--- src/logic/qd_consts.svh ---
// Purpose: Named offsets, field positions, reset values and timing figures of the quadrature decoder
// Assumes: Included by its bare name
// Notes:   Definitions only
`ifndef QD_CONSTS_SVH
`define QD_CONSTS_SVH
// ----------------------------------------
// Register byte offsets
// ----------------------------------------
`define QD_OFF_START    12'h000
`define QD_OFF_STOP     12'h004
`define QD_OFF_SNAPBOTH 12'h008
`define QD_OFF_SNAPMOT  12'h00C
`define QD_OFF_SNAPDBL  12'h010
`define QD_OFF_STATUS   12'h100
`define QD_OFF_LINKS    12'h200
`define QD_OFF_MASKSET  12'h304
`define QD_OFF_MASKCLR  12'h308
`define QD_OFF_ON       12'h500
`define QD_OFF_POL      12'h504
`define QD_OFF_SPER     12'h508
`define QD_OFF_SAMPLE   12'h50C
`define QD_OFF_RPER     12'h510
`define QD_OFF_TOTAL    12'h514
`define QD_OFF_TSNAP    12'h518
`define QD_OFF_PLAMP    12'h51C
`define QD_OFF_PA       12'h520
`define QD_OFF_PB       12'h524
`define QD_OFF_DBL      12'h544
`define QD_OFF_DBLSNAP  12'h548
// ----------------------------------------
// Field positions and values
// ----------------------------------------
`define QD_EV_SAMPLE    0
`define QD_EV_REPORT    1
`define QD_EV_OVF       2
`define QD_EV_DBL       3
`define QD_EV_HALT      4
`define QD_LNK_HALT     5
`define QD_LNK_SNAP     6
`define QD_PSEL_CONN    31
`define QD_EV_ALL       5'h1F
`define QD_PSEL_RST     6'h3F
`define QD_DBL_MAX      4'hF
`define QD_SPER_MAXCODE 4'hA
`define QD_TOTAL_MAX    32'h7FFFFFFF
`define QD_TOTAL_MIN    32'h80000000
`define QD_SAMP_ZERO    32'h00000000
`define QD_SAMP_PLUS    32'h00000001
`define QD_SAMP_MINUS   32'hFFFFFFFF
`define QD_SAMP_DOUBLE  32'h00000002
`define QD_RPT_0        8'h0A
`define QD_RPT_1        8'h28
`define QD_RPT_2        8'h50
`define QD_RPT_3        8'h78
`define QD_RPT_4        8'hA0
`define QD_RPT_5        8'hC8
`define QD_RPT_6        8'hF0
// ----------------------------------------
// Timing
// ----------------------------------------
`define QD_SAMPLE_US    128
`define QD_CLK_MHZ      250
`endif

--- src/logic/qd_pkg.sv ---
// Purpose: Types shared by the quadrature decoder
// Assumes: Nothing
// Notes:   Pin select keeps only the connect bit and pin number
package qd_pkg;
  typedef struct packed {
    logic       disc;
    logic [4:0] pin;
  } qd_psel_s;
  typedef enum logic [0:0] {
    QD_IDLE = 1'b0,
    QD_RUN  = 1'b1
  } qd_state_e;
endpackage

--- src/logic/qd_regs.sv ---
// Purpose: Quadrature decoder with its register file on an Avalon-MM slave
// Assumes: Encoder phases arrive asynchronously on gpio_in and pass two flops
// Notes:   Bus answers one cycle after a request; lamp lit while the decoder runs
//
// Added by the designer: the Avalon-MM register port.
`timescale 1ns/1ns
`include "qd_consts.svh"
// Operation
// - Writing one to mask-set enables that event's interrupt; reads show enables.
// - Writing one to mask-clear disables that interrupt; reads show the same enables.
// - Enable bit 1 activates the decoder pins, 0 deactivates the decoder.
// - While disabled the selected pins are released for ordinary use.
// - Lamp polarity 0 drives lamp active low, 1 active high.
// - Sample interval sets sample period, code 0 is 128 us; sample rewritten each time.
// - Report interval codes 0 to 6 pick 10 to 240 samples per report.
// - Report period equals sample period times samples per report.
// - Only valid steps are added to the total; doubles are never added.
// - Motion total is 32 bit signed, read only.
// - A sample that would overflow the total is dropped and flags overflow.
// - Either total snapshot task clears the motion total.
// - Snapshot register captures the total on either snapshot task only.
// - Lamp pin select holds pin 0 to 31 and a disconnect bit.
// - Phase pin selects hold pin and disconnect bit; disconnected phase reads nothing.
// - A sample is +1 or -1 for a step, 2 for a double transition.
// - Snapshot-both copies and clears both total and double count.
// - New-sample event fires on every write of the motion sample.
module qd_regs
  import qd_pkg::*;
#(
  parameter int BASE_CYC = `QD_SAMPLE_US * `QD_CLK_MHZ
) (
  // Clock and reset
  input  wire logic        clk,
  input  wire logic        resetn,
  // Avalon-MM slave
  input  wire logic [11:0] avs_address,
  input  wire logic        avs_read,
  input  wire logic        avs_write,
  input  wire logic [31:0] avs_writedata,
  output logic      [31:0] avs_readdata,
  output logic             avs_waitrequest,
  // Interrupt
  output logic             irq,
  // Pins
  input  wire logic [31:0] gpio_in,
  output logic      [31:0] lamp_out,
  output logic      [31:0] lamp_oe,
  output logic      [31:0] pin_owned
);
  // ----------------------------------------
  // State
  // ----------------------------------------
  logic [4:0]  irq_mask, evt_status;
  logic [1:0]  event_task_links;
  logic        decoder_on, lamp_polarity;
  logic [3:0]  sample_interval, report_interval;
  logic [31:0] motion_sample, motion_total, motion_total_snapshot;
  logic [3:0]  double_transition_count, dbl_snapshot;
  qd_psel_s    lamp_pin_select, phase_a_pin_select, phase_b_pin_select;
  qd_state_e   state;
  logic [31:0] per_cnt;
  logic [7:0]  rpt_cnt;
  logic        rpt_move, rpt_dbl;
  logic [1:0]  prev_ab;
  logic [31:0] gpio_s1, gpio_s2;

  logic [4:0]  next_irq_mask, next_evt_status;
  logic [1:0]  next_event_task_links;
  logic        next_decoder_on, next_lamp_polarity, next_irq, next_waitrequest;
  logic [3:0]  next_sample_interval, next_report_interval;
  logic [31:0] next_motion_sample, next_motion_total, next_motion_total_snapshot, next_readdata;
  logic [3:0]  next_double_transition_count, next_dbl_snapshot;
  qd_psel_s    next_lamp_pin_select, next_phase_a_pin_select, next_phase_b_pin_select;
  qd_state_e   next_state;
  logic [31:0] next_per_cnt, per_last;
  logic [7:0]  next_rpt_cnt, rpt_target;
  logic        next_rpt_move, next_rpt_dbl;
  logic [1:0]  next_prev_ab, ab, diff;
  logic [31:0] next_lamp_out, next_lamp_oe, next_pin_owned;

  logic        wr_hit, rd_hit, tick, step, dbl, ovf, stop, snap_both, snap_mot, snap_dbl;
  logic [4:0]  ev;
  logic [3:0]  sper;

  function automatic logic [1:0] qd_pos(input logic [1:0] p);
    unique case (p)
      2'h0: qd_pos = 2'h0;
      2'h1: qd_pos = 2'h1;
      2'h3: qd_pos = 2'h2;
      2'h2: qd_pos = 2'h3;
    endcase
  endfunction

  // ----------------------------------------
  // Next-state logic
  // ----------------------------------------
  always_comb begin
    wr_hit = avs_write & ~avs_waitrequest;
    rd_hit = avs_read & ~avs_waitrequest;
    // Disconnected phase reads low so it never fakes a step
    ab[1] = phase_a_pin_select.disc ? 1'b0 : gpio_s2[phase_a_pin_select.pin];
    ab[0] = phase_b_pin_select.disc ? 1'b0 : gpio_s2[phase_b_pin_select.pin];
    sper = (sample_interval > `QD_SPER_MAXCODE) ? `QD_SPER_MAXCODE : sample_interval;
    per_last = (32'(BASE_CYC) << sper) - 32'h1;
    unique case (report_interval)
      4'h0:    rpt_target = `QD_RPT_0;
      4'h1:    rpt_target = `QD_RPT_1;
      4'h2:    rpt_target = `QD_RPT_2;
      4'h3:    rpt_target = `QD_RPT_3;
      4'h4:    rpt_target = `QD_RPT_4;
      4'h5:    rpt_target = `QD_RPT_5;
      default: rpt_target = `QD_RPT_6;
    endcase
    // Compared with >= so a shorter interval written mid-run cannot strand the counter
    tick = (state == QD_RUN) && (per_cnt >= per_last);
    diff = 2'(qd_pos(ab) - qd_pos(prev_ab));
    step = tick && diff[0];
    dbl  = tick && (diff == 2'h2);
    ovf  = step && ((diff == 2'h1 && motion_total == `QD_TOTAL_MAX) ||
                    (diff == 2'h3 && motion_total == `QD_TOTAL_MIN));
    ev = 5'h0;
    next_state = state;
    next_per_cnt = (state == QD_RUN && !tick) ? per_cnt + 32'h1 : 32'h0;
    next_prev_ab = prev_ab;
    next_motion_sample = motion_sample;
    next_motion_total = motion_total;
    next_double_transition_count = double_transition_count;
    next_rpt_cnt = rpt_cnt;
    next_rpt_move = rpt_move;
    next_rpt_dbl = rpt_dbl;
    if (tick) begin
      ev[`QD_EV_SAMPLE] = 1'b1;
      next_prev_ab = ab;
      unique case (diff)
        2'h0: next_motion_sample = `QD_SAMP_ZERO;
        2'h1: next_motion_sample = `QD_SAMP_PLUS;
        2'h3: next_motion_sample = `QD_SAMP_MINUS;
        2'h2: next_motion_sample = `QD_SAMP_DOUBLE;
      endcase
      // Report window counts every sample, whatever its value
      if (8'(rpt_cnt + 8'h1) >= rpt_target) begin
        ev[`QD_EV_REPORT] = rpt_move | step;
        ev[`QD_EV_DBL] = rpt_dbl | dbl;
        next_rpt_cnt = 8'h0;
        next_rpt_move = 1'b0;
        next_rpt_dbl = 1'b0;
      end else begin
        next_rpt_cnt = rpt_cnt + 8'h1;
        next_rpt_move = rpt_move | step;
        next_rpt_dbl = rpt_dbl | dbl;
      end
    end
    if (ovf)
      ev[`QD_EV_OVF] = 1'b1;
    else if (step)
      next_motion_total = motion_total + next_motion_sample;
    if (dbl) begin
      if (double_transition_count == `QD_DBL_MAX)
        ev[`QD_EV_OVF] = 1'b1;
      else
        next_double_transition_count = double_transition_count + 4'h1;
    end
    // Snapshot sees this cycle's sample, so a linked snapshot never loses it
    snap_both = (wr_hit && avs_address == `QD_OFF_SNAPBOTH && avs_writedata[0]) ||
                (event_task_links[`QD_LNK_SNAP - `QD_LNK_HALT] && ev[`QD_EV_SAMPLE]);
    snap_mot = snap_both || (wr_hit && avs_address == `QD_OFF_SNAPMOT && avs_writedata[0]);
    snap_dbl = snap_both || (wr_hit && avs_address == `QD_OFF_SNAPDBL && avs_writedata[0]);
    next_motion_total_snapshot = snap_mot ? next_motion_total : motion_total_snapshot;
    if (snap_mot)
      next_motion_total = 32'h0;
    next_dbl_snapshot = snap_dbl ? next_double_transition_count : dbl_snapshot;
    if (snap_dbl)
      next_double_transition_count = 4'h0;
    stop = (wr_hit && avs_address == `QD_OFF_STOP && avs_writedata[0]) ||
           (event_task_links[0] && ev[`QD_EV_DBL]);
    if (!decoder_on) begin
      next_state = QD_IDLE;
    end else if (state == QD_RUN && stop) begin
      next_state = QD_IDLE;
      ev[`QD_EV_HALT] = 1'b1;
    end else if (state == QD_IDLE && wr_hit && avs_address == `QD_OFF_START && avs_writedata[0]) begin
      next_state = QD_RUN;
      next_prev_ab = ab;
      next_rpt_cnt = 8'h0;
      next_rpt_move = 1'b0;
      next_rpt_dbl = 1'b0;
    end
    // Register writes take effect on the edge that ends the request
    next_irq_mask = irq_mask;
    next_event_task_links = event_task_links;
    next_decoder_on = decoder_on;
    next_lamp_polarity = lamp_polarity;
    next_sample_interval = sample_interval;
    next_report_interval = report_interval;
    next_lamp_pin_select = lamp_pin_select;
    next_phase_a_pin_select = phase_a_pin_select;
    next_phase_b_pin_select = phase_b_pin_select;
    if (wr_hit) begin
      unique case (avs_address)
        `QD_OFF_MASKSET: next_irq_mask = irq_mask | avs_writedata[4:0];
        `QD_OFF_MASKCLR: next_irq_mask = irq_mask & ~avs_writedata[4:0];
        `QD_OFF_LINKS:   next_event_task_links = avs_writedata[`QD_LNK_SNAP:`QD_LNK_HALT];
        `QD_OFF_ON:      next_decoder_on = avs_writedata[0];
        `QD_OFF_POL:     next_lamp_polarity = avs_writedata[0];
        `QD_OFF_SPER:    next_sample_interval = avs_writedata[3:0];
        `QD_OFF_RPER:    next_report_interval = avs_writedata[3:0];
        `QD_OFF_PLAMP:   next_lamp_pin_select = {avs_writedata[`QD_PSEL_CONN], avs_writedata[4:0]};
        `QD_OFF_PA:      next_phase_a_pin_select = {avs_writedata[`QD_PSEL_CONN], avs_writedata[4:0]};
        `QD_OFF_PB:      next_phase_b_pin_select = {avs_writedata[`QD_PSEL_CONN], avs_writedata[4:0]};
        default: ;
      endcase
    end
    // A new event wins over the read; only bits that the read returned are cleared
    next_evt_status = (rd_hit && avs_address == `QD_OFF_STATUS) ?
                      ((evt_status & ~avs_readdata[4:0]) | ev) : (evt_status | ev);
    next_irq = |(next_evt_status & next_irq_mask);
    // One-cycle answer: waitrequest drops one cycle after a request arrives
    next_waitrequest = !((avs_read || avs_write) && avs_waitrequest);
    next_readdata = avs_readdata;
    if (avs_read && avs_waitrequest) begin
      unique case (avs_address)
        `QD_OFF_STATUS:  next_readdata = {27'h0, evt_status};
        `QD_OFF_LINKS:   next_readdata = {25'h0, event_task_links, 5'h0};
        `QD_OFF_MASKSET,
        `QD_OFF_MASKCLR: next_readdata = {27'h0, irq_mask};
        `QD_OFF_ON:      next_readdata = {31'h0, decoder_on};
        `QD_OFF_POL:     next_readdata = {31'h0, lamp_polarity};
        `QD_OFF_SPER:    next_readdata = {28'h0, sample_interval};
        `QD_OFF_SAMPLE:  next_readdata = motion_sample;
        `QD_OFF_RPER:    next_readdata = {28'h0, report_interval};
        `QD_OFF_TOTAL:   next_readdata = motion_total;
        `QD_OFF_TSNAP:   next_readdata = motion_total_snapshot;
        `QD_OFF_PLAMP:   next_readdata = {lamp_pin_select.disc, 26'h0, lamp_pin_select.pin};
        `QD_OFF_PA:      next_readdata = {phase_a_pin_select.disc, 26'h0, phase_a_pin_select.pin};
        `QD_OFF_PB:      next_readdata = {phase_b_pin_select.disc, 26'h0, phase_b_pin_select.pin};
        `QD_OFF_DBL:     next_readdata = {28'h0, double_transition_count};
        `QD_OFF_DBLSNAP: next_readdata = {28'h0, dbl_snapshot};
        default:         next_readdata = 32'h0;
      endcase
    end
  end

  // ----------------------------------------
  // Pin ownership and lamp drive
  // ----------------------------------------
  generate
    for (genvar i = 0; i < 32; i++) begin : g_pin
      logic lamp_here;
      assign lamp_here = decoder_on && !lamp_pin_select.disc && lamp_pin_select.pin == 5'(i);
      assign next_lamp_oe[i] = lamp_here;
      assign next_lamp_out[i] = lamp_here && ((state == QD_RUN) ~^ lamp_polarity ? 1'b0 : 1'b1) ^ 1'b1;
      assign next_pin_owned[i] = decoder_on && (lamp_here ||
        (!phase_a_pin_select.disc && phase_a_pin_select.pin == 5'(i)) ||
        (!phase_b_pin_select.disc && phase_b_pin_select.pin == 5'(i)));
    end
  endgenerate

  // ----------------------------------------
  // Registers
  // ----------------------------------------
  always_ff @(posedge clk) begin
    gpio_s1 <= gpio_in;
    gpio_s2 <= gpio_s1;
    if (!resetn) begin
      irq_mask <= 5'h0;
      evt_status <= 5'h0;
      irq <= 1'b0;
      event_task_links <= 2'h0;
      decoder_on <= 1'b0;
      lamp_polarity <= 1'b0;
      sample_interval <= 4'h0;
      report_interval <= 4'h0;
      motion_sample <= 32'h0;
      motion_total <= 32'h0;
      motion_total_snapshot <= 32'h0;
      double_transition_count <= 4'h0;
      dbl_snapshot <= 4'h0;
      lamp_pin_select <= `QD_PSEL_RST;
      phase_a_pin_select <= `QD_PSEL_RST;
      phase_b_pin_select <= `QD_PSEL_RST;
      state <= QD_IDLE;
      per_cnt <= 32'h0;
      rpt_cnt <= 8'h0;
      rpt_move <= 1'b0;
      rpt_dbl <= 1'b0;
      prev_ab <= 2'h0;
      avs_waitrequest <= 1'b1;
      avs_readdata <= 32'h0;
      lamp_out <= 32'h0;
      lamp_oe <= 32'h0;
      pin_owned <= 32'h0;
    end else begin
      irq_mask <= next_irq_mask;
      evt_status <= next_evt_status;
      irq <= next_irq;
      event_task_links <= next_event_task_links;
      decoder_on <= next_decoder_on;
      lamp_polarity <= next_lamp_polarity;
      sample_interval <= next_sample_interval;
      report_interval <= next_report_interval;
      motion_sample <= next_motion_sample;
      motion_total <= next_motion_total;
      motion_total_snapshot <= next_motion_total_snapshot;
      double_transition_count <= next_double_transition_count;
      dbl_snapshot <= next_dbl_snapshot;
      lamp_pin_select <= next_lamp_pin_select;
      phase_a_pin_select <= next_phase_a_pin_select;
      phase_b_pin_select <= next_phase_b_pin_select;
      state <= next_state;
      per_cnt <= next_per_cnt;
      rpt_cnt <= next_rpt_cnt;
      rpt_move <= next_rpt_move;
      rpt_dbl <= next_rpt_dbl;
      prev_ab <= next_prev_ab;
      avs_waitrequest <= next_waitrequest;
      avs_readdata <= next_readdata;
      lamp_out <= next_lamp_out;
      lamp_oe <= next_lamp_oe;
      pin_owned <= next_pin_owned;
    end
  end
endmodule

--- config.mk ---
export PLATFORM = sky130hd
export DESIGN_NAME = qd_regs
export DESIGN_NICKNAME = d
export VERILOG_FILES = /design/src/logic/qd_pkg.sv /design/src/logic/qd_regs.sv
export VERILOG_INCLUDE_DIRS = /design/src /design/src/logic
export SDC_FILE = /design/constraint.sdc
export NUM_CORES = 1
export LEC_CHECK = 0
export ABC_AREA = 1
export BUFFER_PORTS_ARGS = -buffer_cell sky130_fd_sc_hd__buf_2
export CELL_PAD_IN_SITES_DETAIL_PLACEMENT = 0
export CELL_PAD_IN_SITES_GLOBAL_PLACEMENT = 1
export CORE_ASPECT_RATIO = 2
export CORE_MARGIN = 1
export CORE_UTILIZATION = 35
export DETAILED_ROUTE_END_ITERATION = 8
export GPL_TIMING_DRIVEN = 0
export MAX_ROUTING_LAYER = met4
export PLACE_DENSITY = 0.76
export SETUP_SLACK_MARGIN = 0.2
export SYNTH_ARGS = -nofsm -noshare
export SYNTH_HDL_FRONTEND = slang
export SYNTH_SLANG_ARGS = --single-unit
--- constraint.sdc ---
create_clock -name clk -period 5.97 [get_ports clk]
set_input_delay 1.194 -clock clk [delete_from_list [all_inputs] [get_ports clk]]
set_output_delay 1.194 -clock clk [all_outputs]
set_load 0.01 [all_outputs]
======== Word level (Yosys, flattened, before mapping) ========
Cells that the tools add are included.
storage, ports and cells
  register bits ........................... 383
  bits in latches ......................... 0
  RAM bits ................................ 0
  memory bits (read-only) ................. 0
  output and inout bits ................... 130
  logic and storage cells ................. 521
  memories kept ........................... 0
cells by class
  add/subtract/negate cells ............... 6
  $mul .................................... 0
  divide/modulo/power cells ............... 0
  $lt $le $gt $ge ......................... 5
  equal/unequal tests ..................... 130
  shifts and indexed selects .............. 1
  muxes and demuxes ....................... 48
  bitwise gates (word level) .............. 17
  reductions and logical operators ........ 282
operators with widths
  kind                   count
  $pmux 32 s15           1
  $eq 5x5->1 const B     48
  $logic_and 1x1->1      185
  $eq 12x11->1 const B   12
  $pmux 32 s4            1
  $eq 5x4->1 const B     24
  $mux 32                3
  $logic_or 1x1->1       70
  $eq 5x3->1 const B     12
  $pmux 8 s6             1
  $mux 8                 5
  $eq 12x10->1 const B   3
  $add 32x1->32 const B  1
  $add 32x32->32         1
  $eq 32x31->1 const B   1
  $eq 32x32->1 const B   1
  $ge 32x32->1           1
  $shl 15x4->32 const A  1
  $sub 32x1->32 const B  1
  $eq 5x2->1 const B     6
  $eq 12x4->1 const B    2
  $mux 1                 22
  $reduce_and 2->1       9
  $pmux 2 s4             2
  36 further kinds       76

======== Logic depth before layout (Yosys ltp) ========
  depth in word-level cells ............... 20
  depth in mapped cells ................... 41
  mapped depth without buffers ............ 40

======== Least setup slack after synthesis ========
OpenSTA, ideal clock, no wires.
  path type ............................... register to register
  start point ............................. reg phase_b_pin_select[1] in the netlist's numbering
  end point ............................... reg motion_total_snapshot[20]
  setup time .............................. 112 ps
  data arrival time ....................... 4365 ps
  required time ........................... 5858 ps
  slack ................................... 1493 ps
  stages on the path, launching flop included .. 36
  buffers on the path ..................... 3
  clock period less this slack ............ 4477 ps
  path through ............................ dfxtp_1 > clkbuf_1 > nor2_1 > a22oi_1 > o221ai_1 > nand2_1 > nand2_1 > nor2_1 > o22ai_1 > inv_1 > ha_1 > inv_1 > ha_1 > nand3b_1 > nand2_1 > nand2_1 > nand2_1 > nand2_1 > nand3_1 > clkbuf_1 > buf_2 > o21ai_0 > inv_1 > ha_1 > a21oi_1 > o21ai_0 > a21oi_1 > o21ai_0 > nand2_1 > inv_1 > nor2_1 > nand2_1 > nand3_1 > o21ai_0 > nand2_1 > nand2_1
on the way
  longest elaborated chain between the ends .. 12
RTL lines
  what                                      line            text
  from (decl)                               qd_regs.sv:59   qd_psel_s lamp_pin_select, phase_a_pin_select, phase_b_pin_select;
  from (signal assigned)                    qd_regs.sv:280  phase_b_pin_select <= `QD_PSEL_RST;
  from (signal assigned)                    qd_regs.sv:308  phase_b_pin_select <= next_phase_b_pin_select;
  $bmux 1 s5 *                              qd_regs.sv:102  ab[0] = phase_b_pin_select.disc ? 1'b0 : gpio_s2[phase_b_pin_select.pin];
  $mux 1 (implied by the code) *            qd_regs.sv:102
  $mux 1 *                                  qd_regs.sv:102
  $eq 2x2->1, or another cell as far along  qd_regs.sv:86   unique case (p)
  $pmux 2 s4 *                              qd_regs.sv:86
  $sub 2x2->2 *                             qd_regs.sv:116  diff = 2'(qd_pos(ab) - qd_pos(prev_ab));
  $eq 2x2->1, or another cell as far along  qd_regs.sv:134  unique case (diff)
  $pmux 32 s4 *                             qd_regs.sv:134
  $mux 32 *                                 qd_regs.sv:131  if (tick) begin
  named net next_motion_sample[5]           qd_regs.sv:71   logic [31:0] next_motion_sample, next_motion_total, next_motion_total_snapshot, next_readdata;
  $add 32x32->32 *                          qd_regs.sv:156  next_motion_total = motion_total + next_motion_sample;
  $mux 32 *                                 qd_regs.sv:155  else if (step)
  $mux 32 *                                 qd_regs.sv:153  if (ovf)
  to (signal assigned)                      qd_regs.sv:303  motion_total_snapshot <= next_motion_total_snapshot;
  to (decl)                                 qd_regs.sv:57   logic [31:0] motion_sample, motion_total, motion_total_snapshot;
The timed path passes the listed nets; every way through them passes the cells marked *. The select of a mux whose other input is x is not followed.
A chain may end at the register's enable or synchronous reset.

======== Worst setup path in the final report ========
  start point ............................. reg phase_b_pin_select[1] in the netlist's numbering
  end point ............................... reg motion_total_snapshot[27]
Same word-level chain as after synthesis.

==> out/results.txt <==
clk buf depth -> 3
Post-synth ARST share -> 0%
GPL Wtd Cong -> 1.01
Routed wire per std cell -> 21.7 µm
final setup margin -> 0.513 ns
Worst Hold Depth -> 0
Antenna Nets Post-Route -> 0
final WL -> 75.1 mm
Max H-tree Level -> 2
Final Hold Fails -> 0
Tcrit/Tclk final -> 91.4%
Final min period -> 5.46 ns
non-filler cells, final -> 3463
initial antenna violation count -> 1
CORE AREA -> 51100 µm²
# nets final -> 2933
Critical Path Source -> phase_b_pin_select[1]$_SDFFE_PN1P_
total power -> 5.35 mW
Remaining DRCs -> 0
top post-synthesis cells by area -> dfxtp_1 42%, nand2_1 12%, nor2_1 7.2%
Final setup violation count -> 0
CP Data Arrival Time -> 5.91 ns
min-delay src -> gpio_s1[30]$_DFF_P_
PwrDens -> 249 nW/µm²
Setup CP Type -> register to register
Cells after DPL -> 3391
type of the most critical hold path -> register to register
placement row count -> 117
Clock Skew -> 0.0260 ns
worst reg2reg endpoint -> motion_total_snapshot[27]$_SDFFE_PN0P_
PortBufs -> 184
first-pass GRT wire length -> 110 mm
Die ar. -> 52900 µm²
CP max-delay cell -> ha_1
DIE WIDTH -> 163 µm
Synth area leader -> dfxtp_1
most used cell, CP -> nand2_1
sequential share of the synthesized area -> 42.2%
GR Overflow Total -> 0
TritonCTS clock tree -> built
via count -> 18.0k
1st-iter DRT viols -> 1064
Endpoint, Worst Hold -> gpio_s2[30]$_DFF_P_
transition time of the tightest slew-check pin -> 1.21 ns
Fmax -> 183 MHz
count of pins over their slew limit -> 0
R2R depth -> 33
fraction of layout cells with a size suffix above 1 -> 13.2%
Final Core Density -> 42.1%
number of enable flip-flop cells after synthesis -> 0
# clock sinks -> 383
# hold bufs at CTS -> 0
CP max FO -> 10
area added between synthesis and finish -> 18.3%
FF-to-FF Start -> phase_b_pin_select[1]$_SDFFE_PN1P_
Switching Power -> 1.23 mW
Internal -> 4.12 mW
Worst-path clk slew -> 0.07 ns
Ports -> 210
Combinational Power Share -> 2.6%
status -> finished, final reports clean
CP peak stage delay -> 0.36 ns
R2R setup slack -> 0.51 ns
share of the synthesized area in the top cell type -> 42.2%
Clock Power Share -> 49.0%
Syn Inst Count -> 2547
#FFs+latches synth -> 383
hpwl dp -> 60.4 mm
worst endpoint required time -> 6.42 ns
Crit. End Element -> register
RSZ-0062 raised after global routing -> true
Max-Cap Viols -> 0
FILL cells -> 5412
Sequential Power Share -> 48.4%
Root Driver -> clkbuf_16
Syn. warnings -> 0
total leakage power -> 9.95 nW
synthesized area -> 18200 µm²
clk_lat worst skew -> 0.57 ns
total track usage -> 29.5%
DIE HEIGHT -> 324 µm
switching share of power -> 23.0%
Peak VDD IR -> 0.000211 V
Synth top cells by count -> 578 x nand2_1, 383 x dfxtp_1, 348 x nor2_1
CTS buffer count -> 37
Post-Place Worst Slack -> -0.844 ns
largest net degree at the start of global routing -> 18
number of library cell types mapped by synthesis -> 63
crit path launch type -> register
Max transition margin -> 18.4%
Mean Syn Cell Area -> 7.13 µm²
most frequent cell after synthesis -> nand2_1
starting density of the core -> 35.6%
drt pass-1 iters -> 7
vias in the first global route -> 18.3k
Top FF cell, synth -> dfxtp_1
post-DR vias/cell -> 5.19
-- state kept, by name (all words and copies together), names as in the netlist, 2 cells and up --
register / count
report_interval: 4
event_task_links: 2
evt_status: 5
motion_total: 32
dbl_snapshot: 4
lamp_out: 32
irq_mask: 5
motion_sample: 32
prev_ab: 2
phase_a_pin_select: 6
gpio_s1: 32
lamp_pin_select: 6
gpio_s2: 32
phase_b_pin_select: 6
rpt_cnt: 8
sample_interval: 4
per_cnt: 32
lamp_oe: 32
double_transition_count: 4
pin_owned: 32
avs_readdata: 32
motion_total_snapshot: 32
-- cell families (layout without fill, tap and decap cells) --
| family | count (synthesis) | after routing | synth area share [%] |
|---|---|---|---|
| adder cells (fa/ha/maj) | 73 | 73 | 5.07 |
| AO/OA/AOI/OAI | 397 | 397 | 13.1 |
| AND/OR/NAND/NOR | 1223 | 1223 | 28.4 |
| other | 1 | 8 | 0.0206 |
| buffers and inverters | 430 | 685 | 9.25 |
| XOR/XNOR | 40 | 40 | 1.93 |
| flip-flops | 383 | 383 | 42.2 |
-- per-layer routing --
layer	global-route usage, %	wire [µm]	part of all wire, %	vias to the layer above
li1	-	-	-	8715
met1	24.8	23800	32	8427
met3	3.83	2990	4.0	265
met5	-	0	0	-
met2	56.6	41000	55	565
met4	24.2	7230	9.6	0
-- what timing repair did --
item | CTS | global route
resized for setup | 21 | 70
buffers inserted | 1 | 3
setup endpoints to repair | 53 | 49
pin swaps | 0 | 2
-- worst max path at each step --
stage	endpoint	slack [ns]
after global routing	motion_total_snapshot[31]$_SDFFE_PN0P_	0.10
final	motion_total_snapshot[27]$_SDFFE_PN0P_	0.51
after global placement	motion_total_snapshot[28]$_SDFFE_PN0P_	-0.87
after detailed placement	motion_total_snapshot[28]$_SDFFE_PN0P_	-0.84
after CTS	motion_total_snapshot[24]$_SDFFE_PN0P_	0.19
after floorplan	motion_total_snapshot[20]$_SDFFE_PN0P_	1.49
-- power groups by stage --
| stage | combinational (mW) | sequential, mW | clock [mW] |
|---|---|---|---|
| 6_report | 0.139 | 2.59 | 2.62 |
| 5_1_grt | 0.148 | 2.59 | 2.75 |
| 4_1_cts | 0.138 | 2.59 | 2.66 |
| 3_5_place_dp | 0.137 | 2.65 | 0 |
| 3_3_place_gp | 0.137 | 2.65 | 0 |
| 2_1_floorplan | 0.0618 | 2.64 | 0 |
-- critical path, delay by kind of cell, from the launching register on --
| family | cells | cell delay [ns] |
|---|---|---|
| compound gates | 7 | 1.36 |
| flops | 1 | 0.31 |
| simple gates | 15 | 1.67 |
| fa+ha+maj | 3 | 0.84 |
| buf+inv | 8 | 1.15 |
-- cells in the final DEF (no fill, tap or decap), types with 6 or more instances in the layout --
cell type,instances
bufinv_16,6
nor3_1,52
buf_2,206
clkbuf_16,39
o21bai_1,7
o21ai_1,46
nand3_1,168
dfxtp_1,382
clkinv_2,7
a21o_1,7
ha_1,71
o211ai_1,26
o21ai_0,93
o22ai_1,22
a21oi_2,6
nand2_1,574
xnor2_1,17
conb_1,7
inv_2,11
buf_4,7
nor2_2,14
clkbuf_1,45
nor2_4,6
inv_1,332
o221ai_1,23
nand2_2,8
xor2_1,23
or2_2,6
a211oi_1,16
a22oi_1,19
nor2_1,338
a21oi_1,98
nand4_1,22
-- cell type report --
type,count,area [µm²],area share [%]
diodes,1,2.50,0.0116
multi-input cells,1740,8990,41.8
well taps,654,818,3.81
clock buffers,46,1040,4.85
inverters,345,1300,6.04
flip-flops and latches,383,7670,35.7
repair buffers,188,963,4.48
clock inverters,21,280,1.30
plain buffers,85,424,1.97
-- per-stage QoR --
step           TNS (ns)  hold WS, ns  cell area [µm²]
3_5_place_dp     -16.52        0.313            19900
6_report              0        0.326            21500
5_1_grt               0        0.333            21500
2_1_floorplan         0        0.310            18200
4_1_cts               0        0.328            21300
3_3_place_gp     -15.82        0.315            19900
Note: power is estimated with default switching activity, not from simulation.
